<file path="src/frp_defines.vh">
// constants for the read-parameter, software-reset and parameter-area command logic
// assumes a 10 MHz system clock and a serial clock far slower, sampled as a plain input
// What this block does
// in quad-peripheral mode, set-read-parameters sets dummy count and wrap length
// set-read-parameters is refused in standard SPI mode; SPI dummy counts fixed
// power-up or reset defaults: wrap length 8 bytes, dummy count 4
// dummy field codes 00 and 01 give 4 clocks, code 10 gives 6
// wrap field codes 00..11 select 8, 16, 32, 64 bytes
// accepted reset aborts any operation in progress and restores power-on state
// reset clears volatile status, write latch, suspend, continuous read, parameters, wrap
// reset-enable and reset are accepted in SPI and quad-peripheral mode
// reset acts only right after reset-enable; any other command disarms
// reset takes about 30 us, commands ignored meanwhile
// host should check busy and suspend before sending the reset pair
// parameter area is 2048 read-only bytes, unused bytes read FFh
// area read: opcode, 24-bit address, 8 dummy clocks, then data
// area bytes shift out from the address, changing on falling serial clock
// area read ends when chip select rises, at any point
// signature at 00h..03h, revision at 04h/05h, header count 06h, FFh at 07h
// first header at 08h: id 00h, rev 1.6, length 10h, pointer 30h
// second header at 10h: maker id, rev 1.0, length 02h, pointer 80h
// device starts in standard SPI mode after power-up
// set-read-parameters carries one byte: dummy bits 5:4, wrap bits 1:0; 11 reserved
`ifndef FRP_DEFINES_VH
`define FRP_DEFINES_VH
`define FRP_OP_SET_PARAM   8'hC0
`define FRP_OP_RST_EN      8'h66
`define FRP_OP_RST         8'h99
`define FRP_OP_READ_AREA   8'h5A
`define FRP_OP_QUAD_ON     8'h38
`define FRP_OP_QUAD_OFF    8'hFF
`define FRP_DUMMY_LO       3'h4
`define FRP_DUMMY_HI       3'h6
`define FRP_DUM_FIELD_HI   5
`define FRP_DUM_FIELD_LO   4
`define FRP_WRAP_FIELD_HI  1
`define FRP_WRAP_FIELD_LO  0
`define FRP_DUM_CODE_HI    2'h2
`define FRP_DUM_CODE_RSVD  2'h3
`define FRP_WRAP_DEFAULT   2'h0
`define FRP_DUM_DEFAULT    2'h0
`define FRP_AREA_AW        11
`define FRP_ERASED         8'hFF
`define FRP_AREA_DUMMY     4'h8
`define FRP_ADDR_BITS      5'h18
`define FRP_BYTE_BITS      3'h7
`define FRP_T_RST_NS       30000
`define FRP_CLK_NS         100
`define FRP_RST_CYCLES     ((`FRP_T_RST_NS) / (`FRP_CLK_NS))
`define FRP_BUF_DEPTH      2
`define FRP_MAKER_ID       8'h5C
`endif

</file>
<file path="src/frp_area_rom.v">
// read-only parameter area: 2048 bytes, read data registered
// assumes read address held one cycle before data is wanted
`timescale 1ns/1ps
`include "frp_defines.vh"
module frp_area_rom (
  // clock
  input wire                      clk,
  // read port
  input wire [`FRP_AREA_AW-1:0]   addr,
  output reg [7:0]                rdata
);
  // maker id byte below is arbitrary
  // factory contents; all other locations erased
  always @(posedge clk) begin
    case (addr)
      11'h000: rdata <= 8'h53;
      11'h001: rdata <= 8'h46;
      11'h002: rdata <= 8'h44;
      11'h003: rdata <= 8'h50;
      11'h004: rdata <= 8'h06;
      11'h005: rdata <= 8'h01;
      11'h006: rdata <= 8'h01;
      11'h008: rdata <= 8'h00;
      11'h009: rdata <= 8'h06;
      11'h00A: rdata <= 8'h01;
      11'h00B: rdata <= 8'h10;
      11'h00C: rdata <= 8'h30;
      11'h00D: rdata <= 8'h00;
      11'h00E: rdata <= 8'h00;
      11'h010: rdata <= `FRP_MAKER_ID;
      11'h011: rdata <= 8'h00;
      11'h012: rdata <= 8'h01;
      11'h013: rdata <= 8'h02;
      11'h014: rdata <= 8'h80;
      11'h015: rdata <= 8'h00;
      11'h016: rdata <= 8'h00;
      11'h017: rdata <= 8'h01;
      default: rdata <= `FRP_ERASED;
    endcase
  end
endmodule

</file>
<file path="src/frp_buf2.v">
// two-entry valid/ready buffer for bytes leaving the area
// assumes a single clock; source stalls on in_ready low
`timescale 1ns/1ps
`include "frp_defines.vh"
module frp_buf2 (
  // clock and reset
  input wire        clk,
  input wire        rst,
  input wire        flush,
  // fill side
  input wire        in_valid,
  output wire       in_ready,
  input wire [7:0]  in_data,
  // drain side
  output wire       out_valid,
  input wire        out_ready,
  output wire [7:0] out_data
);
  reg [7:0] mem_q [0:`FRP_BUF_DEPTH-1];
  reg       wp_q;
  reg       rp_q;
  reg [1:0] cnt_q;
  wire      push;
  wire      pop;
  assign in_ready  = (cnt_q != 2'h2);
  assign out_valid = (cnt_q != 2'h0);
  assign out_data  = mem_q[rp_q];
  assign push      = in_valid & in_ready;
  assign pop       = out_valid & out_ready;
  // pointers and occupancy
  always @(posedge clk) begin
    if (rst | flush) begin
      wp_q  <= 1'b0;
      rp_q  <= 1'b0;
      cnt_q <= 2'h0;
    end else begin
      if (push) begin
        mem_q[wp_q] <= in_data;
        wp_q        <= ~wp_q;
      end
      if (pop)
        rp_q <= ~rp_q;
      cnt_q <= cnt_q + {1'b0, push} - {1'b0, pop};
    end
  end
endmodule

</file>
<file path="src/frp_cmd.v">
// command logic: set-read-parameters, reset pair, parameter-area read
// assumes sclk, cs_n and the data pins come from the host, outside clk's domain
`timescale 1ns/1ps
`include "frp_defines.vh"
module frp_cmd #(
  parameter RST_CYCLES = `FRP_RST_CYCLES
) (
  // clock and reset
  input wire        clk,
  input wire        rst,
  // serial link from host
  input wire        cs_n,
  input wire        sclk,
  input wire [3:0]  io_in,
  output reg        so_out,
  output reg        so_oe,
  // mode and volatile state seen by other blocks
  input wire        quad_enable,
  output reg        quad_peripheral_mode,
  output reg [1:0]  dummy_cycle_field,
  output reg [1:0]  wrap_length_field,
  output wire [2:0] dummy_clocks,
  output wire [6:0] wrap_bytes,
  output reg        write_enable_latch,
  output reg        suspend_flag,
  output reg        cont_read_mode,
  output reg        reset_busy,
  output reg        abort_pulse
);
  localparam ST_OP    = 3'h0;
  localparam ST_PARAM = 3'h1;
  localparam ST_ADDR  = 3'h2;
  localparam ST_DUMMY = 3'h3;
  localparam ST_DATA  = 3'h4;
  localparam ST_SKIP  = 3'h5;

  // decode of dummy code to clocks
  function [2:0] dummy_of;
    input [1:0] code;
    begin
      dummy_of = (code == `FRP_DUM_CODE_HI) ? `FRP_DUMMY_HI : `FRP_DUMMY_LO;
    end
  endfunction

  // wrap code to section size
  function [6:0] wrap_of;
    input [1:0] code;
    begin
      wrap_of = 7'h08 << code;
    end
  endfunction

  assign dummy_clocks = dummy_of(dummy_cycle_field);
  assign wrap_bytes   = wrap_of(wrap_length_field);

  // two-flop synchronisers for pins
  reg        cs_s0_q, cs_s1_q, cs_s2_q;
  reg        ck_s0_q, ck_s1_q, ck_s2_q;
  reg [3:0]  io_s0_q, io_s1_q;
  always @(posedge clk) begin
    cs_s0_q <= cs_n;
    cs_s1_q <= cs_s0_q;
    cs_s2_q <= cs_s1_q;
    ck_s0_q <= sclk;
    ck_s1_q <= ck_s0_q;
    ck_s2_q <= ck_s1_q;
    io_s0_q <= io_in;
    io_s1_q <= io_s0_q;
  end
  wire sel     = ~cs_s1_q;
  wire rise    = ck_s1_q & ~ck_s2_q & sel;
  wire fall    = ~ck_s1_q & ck_s2_q & sel;
  wire cs_up   = cs_s1_q & ~cs_s2_q;

  reg [2:0]  st_q;
  reg [23:0] sh_q;
  reg [4:0]  cnt_q;
  reg        arm_q;
  reg [`FRP_AREA_AW-1:0] addr_q;
  reg [15:0] rcnt_q;
  reg [7:0]  obyte_q;
  reg [2:0]  obit_q;
  reg        ohave_q;
  reg        fetch_q;

  // shift-in: one bit per rising edge in SPI, nibble in quad mode
  wire [23:0] sh_d = quad_peripheral_mode ? {sh_q[19:0], io_s1_q} : {sh_q[22:0], io_s1_q[0]};
  wire [4:0]  step = quad_peripheral_mode ? 5'h4 : 5'h1;
  wire [4:0]  cnt_n = cnt_q + step;
  wire        byte_done = (cnt_n[3:0] == 4'h8) | cnt_n[4];

  // parameter-area memory and output buffer
  wire [7:0] rom_q;
  wire       buf_in_ready;
  wire       buf_out_valid;
  wire [7:0] buf_out_data;
  wire       buf_pop = (st_q == ST_DATA) & ~ohave_q & buf_out_valid;
  frp_area_rom u_rom (
    .clk   (clk),
    .addr  (addr_q),
    .rdata (rom_q)
  );
  frp_buf2 u_buf (
    .clk       (clk),
    .rst       (rst),
    .flush     (st_q != ST_DATA),
    .in_valid  (fetch_q),
    .in_ready  (buf_in_ready),
    .in_data   (rom_q),
    .out_valid (buf_out_valid),
    .out_ready (buf_pop),
    .out_data  (buf_out_data)
  );

  // main command sequencer
  always @(posedge clk) begin
    abort_pulse <= 1'b0;
    fetch_q     <= 1'b0;
    if (rst) begin
      st_q                 <= ST_OP;
      sh_q                 <= 24'h000000;
      cnt_q                <= 5'h00;
      arm_q                <= 1'b0;
      addr_q               <= {`FRP_AREA_AW{1'b0}};
      rcnt_q               <= 16'h0000;
      obyte_q              <= `FRP_ERASED;
      obit_q               <= 3'h0;
      ohave_q              <= 1'b0;
      so_out               <= 1'b0;
      so_oe                <= 1'b0;
      quad_peripheral_mode <= 1'b0;
      dummy_cycle_field    <= `FRP_DUM_DEFAULT;
      wrap_length_field    <= `FRP_WRAP_DEFAULT;
      write_enable_latch   <= 1'b0;
      suspend_flag         <= 1'b0;
      cont_read_mode       <= 1'b0;
      reset_busy           <= 1'b0;
    end else if (reset_busy) begin
      // hold off every command until recovery ends
      st_q   <= ST_OP;
      cnt_q  <= 5'h00;
      so_oe  <= 1'b0;
      if (rcnt_q == 16'h0000)
        reset_busy <= 1'b0;
      else
        rcnt_q <= rcnt_q - 16'h0001;
    end else if (cs_up | ~sel) begin
      // chip select high ends any command
      st_q    <= ST_OP;
      cnt_q   <= 5'h00;
      so_oe   <= 1'b0;
      ohave_q <= 1'b0;
    end else begin
      if (rise) begin
        sh_q <= sh_d;
        case (st_q)
          ST_OP: begin
            cnt_q <= byte_done ? 5'h00 : cnt_n;
            if (byte_done) begin
              arm_q <= 1'b0;
              st_q  <= ST_SKIP;
              if (sh_d[7:0] == `FRP_OP_RST_EN) begin
                arm_q <= 1'b1;
              end else if (sh_d[7:0] == `FRP_OP_RST && arm_q) begin

                abort_pulse          <= 1'b1;
                reset_busy           <= 1'b1;
                rcnt_q               <= RST_CYCLES[15:0] - 16'h0001;
                dummy_cycle_field    <= `FRP_DUM_DEFAULT;
                wrap_length_field    <= `FRP_WRAP_DEFAULT;
                write_enable_latch   <= 1'b0;
                suspend_flag         <= 1'b0;
                cont_read_mode       <= 1'b0;
                quad_peripheral_mode <= 1'b0;
              end else if (sh_d[7:0] == `FRP_OP_SET_PARAM && quad_peripheral_mode) begin
                st_q <= ST_PARAM;
              end else if (sh_d[7:0] == `FRP_OP_READ_AREA) begin
                st_q <= ST_ADDR;
              end else if (sh_d[7:0] == `FRP_OP_QUAD_ON && quad_enable && !quad_peripheral_mode) begin
                quad_peripheral_mode <= 1'b1;
              end else if (sh_d[7:0] == `FRP_OP_QUAD_OFF && quad_peripheral_mode) begin
                quad_peripheral_mode <= 1'b0;
              end
            end
          end
          ST_PARAM: begin
            cnt_q <= byte_done ? 5'h00 : cnt_n;
            if (byte_done) begin
              st_q <= ST_SKIP;
              // reserved dummy code leaves setting unchanged
              if (sh_d[`FRP_DUM_FIELD_HI:`FRP_DUM_FIELD_LO] != `FRP_DUM_CODE_RSVD)
                dummy_cycle_field <= sh_d[`FRP_DUM_FIELD_HI:`FRP_DUM_FIELD_LO];
              wrap_length_field <= sh_d[`FRP_WRAP_FIELD_HI:`FRP_WRAP_FIELD_LO];
            end
          end
          ST_ADDR: begin
            cnt_q <= cnt_n;
            if (cnt_n >= `FRP_ADDR_BITS) begin
              addr_q <= sh_d[`FRP_AREA_AW-1:0];
              cnt_q  <= 5'h00;
              st_q   <= ST_DUMMY;
            end
          end
          ST_DUMMY: begin
            cnt_q <= cnt_q + 5'h01;
            if (cnt_q[3:0] == `FRP_AREA_DUMMY - 4'h1) begin
              st_q    <= ST_DATA;
              fetch_q <= 1'b1;
            end
          end
          default: begin
          end
        endcase
      end
      // prefetch next area byte while buffer has room
      if (st_q == ST_DATA && buf_in_ready && !fetch_q && rise == 1'b0 && fall == 1'b0)
        fetch_q <= 1'b1;
      // step address only once the byte is taken, so the rom output catches up first
      if (st_q == ST_DATA && fetch_q)
        addr_q <= addr_q + {{(`FRP_AREA_AW-1){1'b0}}, 1'b1};
      if (buf_pop) begin
        obyte_q <= buf_out_data;
        ohave_q <= 1'b1;
        obit_q  <= `FRP_BYTE_BITS;
      end
      // drive one bit per falling edge, msb first
      if (fall && st_q == ST_DATA && ohave_q) begin
        so_oe  <= 1'b1;
        so_out <= obyte_q[obit_q];
        if (obit_q == 3'h0)
          ohave_q <= 1'b0;
        obit_q <= obit_q - 3'h1;
      end
    end
  end
endmodule

</file>
<file path="config.mk">
export PLATFORM = sky130hd
export DESIGN_NAME = frp_cmd
export DESIGN_NICKNAME = d
export VERILOG_FILES = /design/src/frp_area_rom.v /design/src/frp_buf2.v /design/src/frp_cmd.v
export VERILOG_INCLUDE_DIRS = /design/src
export SDC_FILE = /design/constraint.sdc
export NUM_CORES = 1
export LEC_CHECK = 0
export BUFFER_PORTS_ARGS = -buffer_cell sky130_fd_sc_hd__buf_2
export CAP_MARGIN = 0
export CORE_ASPECT_RATIO = 0.8
export CORE_MARGIN = 4
export CORE_UTILIZATION = 55
export DETAILED_ROUTE_END_ITERATION = 16
export PLACE_DENSITY = 0.79
export SYNTH_ARGS = -nofsm -noshare
export SYNTH_HDL_FRONTEND = slang
export SYNTH_SLANG_ARGS = --single-unit
</file>
<file path="constraint.sdc">
create_clock -name clk -period 3.5 [get_ports clk]
set_input_delay 0.35 -clock clk [delete_from_list [all_inputs] [get_ports clk]]
set_output_delay 0.35 -clock clk [all_outputs]
set_load 0.005 [all_outputs]
</file>
==> results.yml <==
synth:
  synth-edff-count: 16
  yosys.area_share.simple_pct: 21.2
  count_of_different_cell_masters_after_synthesis: 67
  yosys_warnings: 0
  synth_top_cell_by_area: "sky130_fd_sc_hd__dfxtp_1"
  synth_top_family_by_area: "simple AND/OR/NAND/NOR gates"
  post_synth_fa_ha_maj_area_fraction_pct: 3.67
  summed_instance_area_of_the_synthesized_netlist_um2: 5460
  ys.flop_type: "sky130_fd_sc_hd__dfxtp_1"
  synth_top_area_share_pct: 34.1
  yosys.area_share.xor_xnor_pct: 3.85
  syn_inst: 604
  mean_post_synth_cell_area_um2: 9.04
  synth-async-reset-ratio_pct: 0
  synth.area.mux_share_pct: 4.77
  synth_top_cells_by_area: "sky130_fd_sc_hd__dfxtp_1 (34%), sky130_fd_sc_hd__edfxtp_1 (8.8%), sky130_fd_sc_hd__nor2_1 (4.5%)"
  yosysSeqAreaShare_pct: 42.9
  postSynthRegisterBits: 109
  synth_compound_area_share_pct: 18.5
pwr:
  seq_power_share_pct: 55.7
  sw_frac_of_total_pct: 22.8
  power_switching_w: 0.000534
  power.leakage_nw: 2.13
  pwr-share-comb_pct: 4.0
  power_frac_clock_pct: 40.3
  p_int_w: 0.00181
  vdd_drop_max_mv: 0.280
  power.density_nw_per_um2: 396
clock_tree:
  clock-sinks: 109
  cts_made_buffers: 9
  number_of_h_tree_branching_levels: 3
  clock_insertion_delay_worst_skew_ns: 0.34
  clk_pin_slew_ns: 0.07
  tritoncts: "built"
  cts-root-buf: "sky130_fd_sc_hd__clkbuf_16"
  cts.hold.buffers_added: 0
  clockBufferDepth: 2
  cts_repair_resize_count: 0
  cts.repair_timing.setup_buffer_count: 0
detailed_routing:
  initialDrtViolationCount: 322
  routed-via-count: 4449
  antenna_left: 0
  routedWlPerCell_um: 15.6
  vias_per_cell: 5.91
  drt_pre_antenna_iters: 5
  finalWirelength_um: 11800
  drc: 0
critical_path:
  rr_endpoint: "rcnt_q[13]"
  cp_data_arrival_time_ns: 3.29
  timing.critical_path.to_type: "flip-flop"
  crit_path_start_kind: "flip-flop"
  required_ns: 3.68
  critPathLaunch: "quad_peripheral_mode"
  setup.worst_path.class: "reg -> reg"
  timing.critical_path.to: "rcnt_q[13]"
  regToRegSetupSlack_ns: 0.39
  timing.critical_path.fanout_max: 11
  worstReg2RegStart: "quad_peripheral_mode"
  worstRegToRegCells: 8
timing:
  grt_setup_unrepaired: "no"
  fin_crit_ns: 3.11
  final_hold_viol_count: 0
  finalSetupViolCount: 0
  final_worst_path_setup_slack_ns: 0.394
  max_slew_headroom_pct: 15.1
  layout_worst_path_cycle_share_pct: 88.7
  setup_tns_ns: 0
  report.final.slew_viol_count: 0
  achievable-frequency_mhz: 322
  worstMarginPinSlew_ns: 1.26
  fin_worst_hold_slack_ns: 0.104
  final_worst_clock_skew_ns: 0.00665
die:
  floorplan.rows: 32
  die-area_um2: 11600
  core_footprint_um2: 9650
  initial_utilization_pct: 56.6
  num_ports: 31
  die_width_um: 119
  fp.dieH_um: 97.1
outcome:
  outcome: "completed"
global_route:
  first_global_vias: 4302
  track_usage_pct: 20.5
  grt_max_degree: 41
  grt_first_pass_wirelength_um: 19900
  grt_overflow_total: 0
  antenna_found_initial: 0
placement:
  hpwl_after_detailed_placement_um: 8470
  placement.io_buffers: 22
  gp_routability_congestion: 0.887
  dpl_worst_slack_ns: 0.395
finish:
  fin_nets: 637
  antenna_cells: 0
  utilization_pct: 61.2
  mostFrequentLayoutCell: "sky130_fd_sc_hd__dfxtp_1"
  layout-drive-gt1-share_pct: 9.56
  layout-area-overhead-vs-synth_pct: 8.20
  mostFrequentLayoutCells: "sky130_fd_sc_hd__dfxtp_1 (93), sky130_fd_sc_hd__nor2_1 (66), sky130_fd_sc_hd__nand2_1 (42)"
worst_hold_path:
  min_path_type: "in -> reg"
run:
  max_cap_viol_count: 0
## final cells by class
| cell class | instances | area [um2] |
|---|---|---|
| clock buffers | 10 | 229 |
| flip-flops and latches | 109 | 2340 |
| repair buffers | 30 | 170 |
| multi-input cells | 441 | 2870 |
| inverters | 21 | 78.8 |
| well taps | 136 | 170 |
| fillers | 786 | 3740 |
| clock inverters | 6 | 46.3 |
## power groups by stage
stage	registers [W]	clock network [W]	logic, W
final	0.00130	0.000943	0.0000935
after global routing	0.00131	0.00102	0.000105
after CTS	0.00130	0.000960	0.0000932
after detailed placement	0.00133	0	0.0000924
after global placement	0.00133	0	0.0000907
after floorplan	0.00132	0	0.0000712
## critical path, stage by stage, from the launching register on
cell                      delay (ns)
sky130_fd_sc_hd__dfxtp_1        0.37
sky130_fd_sc_hd__inv_1          0.06
sky130_fd_sc_hd__ha_1           0.22
sky130_fd_sc_hd__ha_1           0.23
sky130_fd_sc_hd__xor2_1         0.20
sky130_fd_sc_hd__or3_1          0.35
sky130_fd_sc_hd__o21a_1         0.31
sky130_fd_sc_hd__o31ai_1        1.08
sky130_fd_sc_hd__nor2_1         0.12
## stage by stage
step | instances | instance area (um2) | total power (W)
2_1_floorplan | 610 | 5480 | 0.00140
6_report | 753 | 5910 | 0.00234
4_1_cts | 753 | 5910 | 0.00236
3_5_place_dp | 737 | 5630 | 0.00142
5_1_grt | 753 | 5910 | 0.00243
3_3_place_gp | 737 | 5630 | 0.00142
## flip-flops by register name (all words and copies together) (netlist names), 2 cells and up
name	cells
addr_q	11
cnt_q	5
dummy_cycle_field	2
io_s0_q	4
io_s1_q	4
obit_q	3
obyte_q	8
rcnt_q	16
sh_q	10
st_q	3
u_buf.cnt_q	2
u_buf.mem_q	16
u_rom.rdata	8
wrap_length_field	2
## cells by family (layout without fill, tap and decap cells)
kind of cell	after synthesis	after routing
xor+xnor	24	24
other cells	2	8
mux	23	23
fa+ha+maj	16	16
compound gates	149	149
simple gates	221	221
flops	109	109
buf+inv	60	67
## layer usage
layer  up-vias  routed length (um)  GRT usage [%]
met4         0                 140           5.90
met5         -                   0              0
met3        15                 626           5.24
li1       2207                   -              -
met2       116                5530           33.9
met1      2111                5460           26.7
## cells in the mapped netlist (all sizes together) (5+ instances only)
master	number
a211oi	14
a21o	6
a21oi	24
a31oi	14
and2	6
and3	5
buf	20
clkbuf	19
dfxtp	93
edfxtp	16
ha	16
inv	20
mux2i	20
nand2	42
nand2b	11
nand3	20
nand4	7
nor2	66
nor2b	7
nor3	15
nor4	9
nor4b	6
o211ai	17
o21a	8
o21ai	27
o31ai	10
or3	7
xnor2	12
xor2	12
## worst min path at each step
stage / cells past startpoint / end / slack, ns / start
2_1_floorplan: 0 / ck_s1_q / 0.31 / ck_s0_q
3_3_place_gp: 0 / io_s1_q[0] / 0.31 / io_s0_q[0]
3_5_place_dp: 0 / cs_s1_q / 0.31 / cs_s0_q
4_1_cts: 1 / io_s0_q[3] / 0.09 / io_in[3]
5_1_grt: 1 / io_s0_q[0] / 0.09 / io_in[0]
6_report: 1 / io_s0_q[3] / 0.10 / io_in[3]
(Power assumes the default switching activity.)
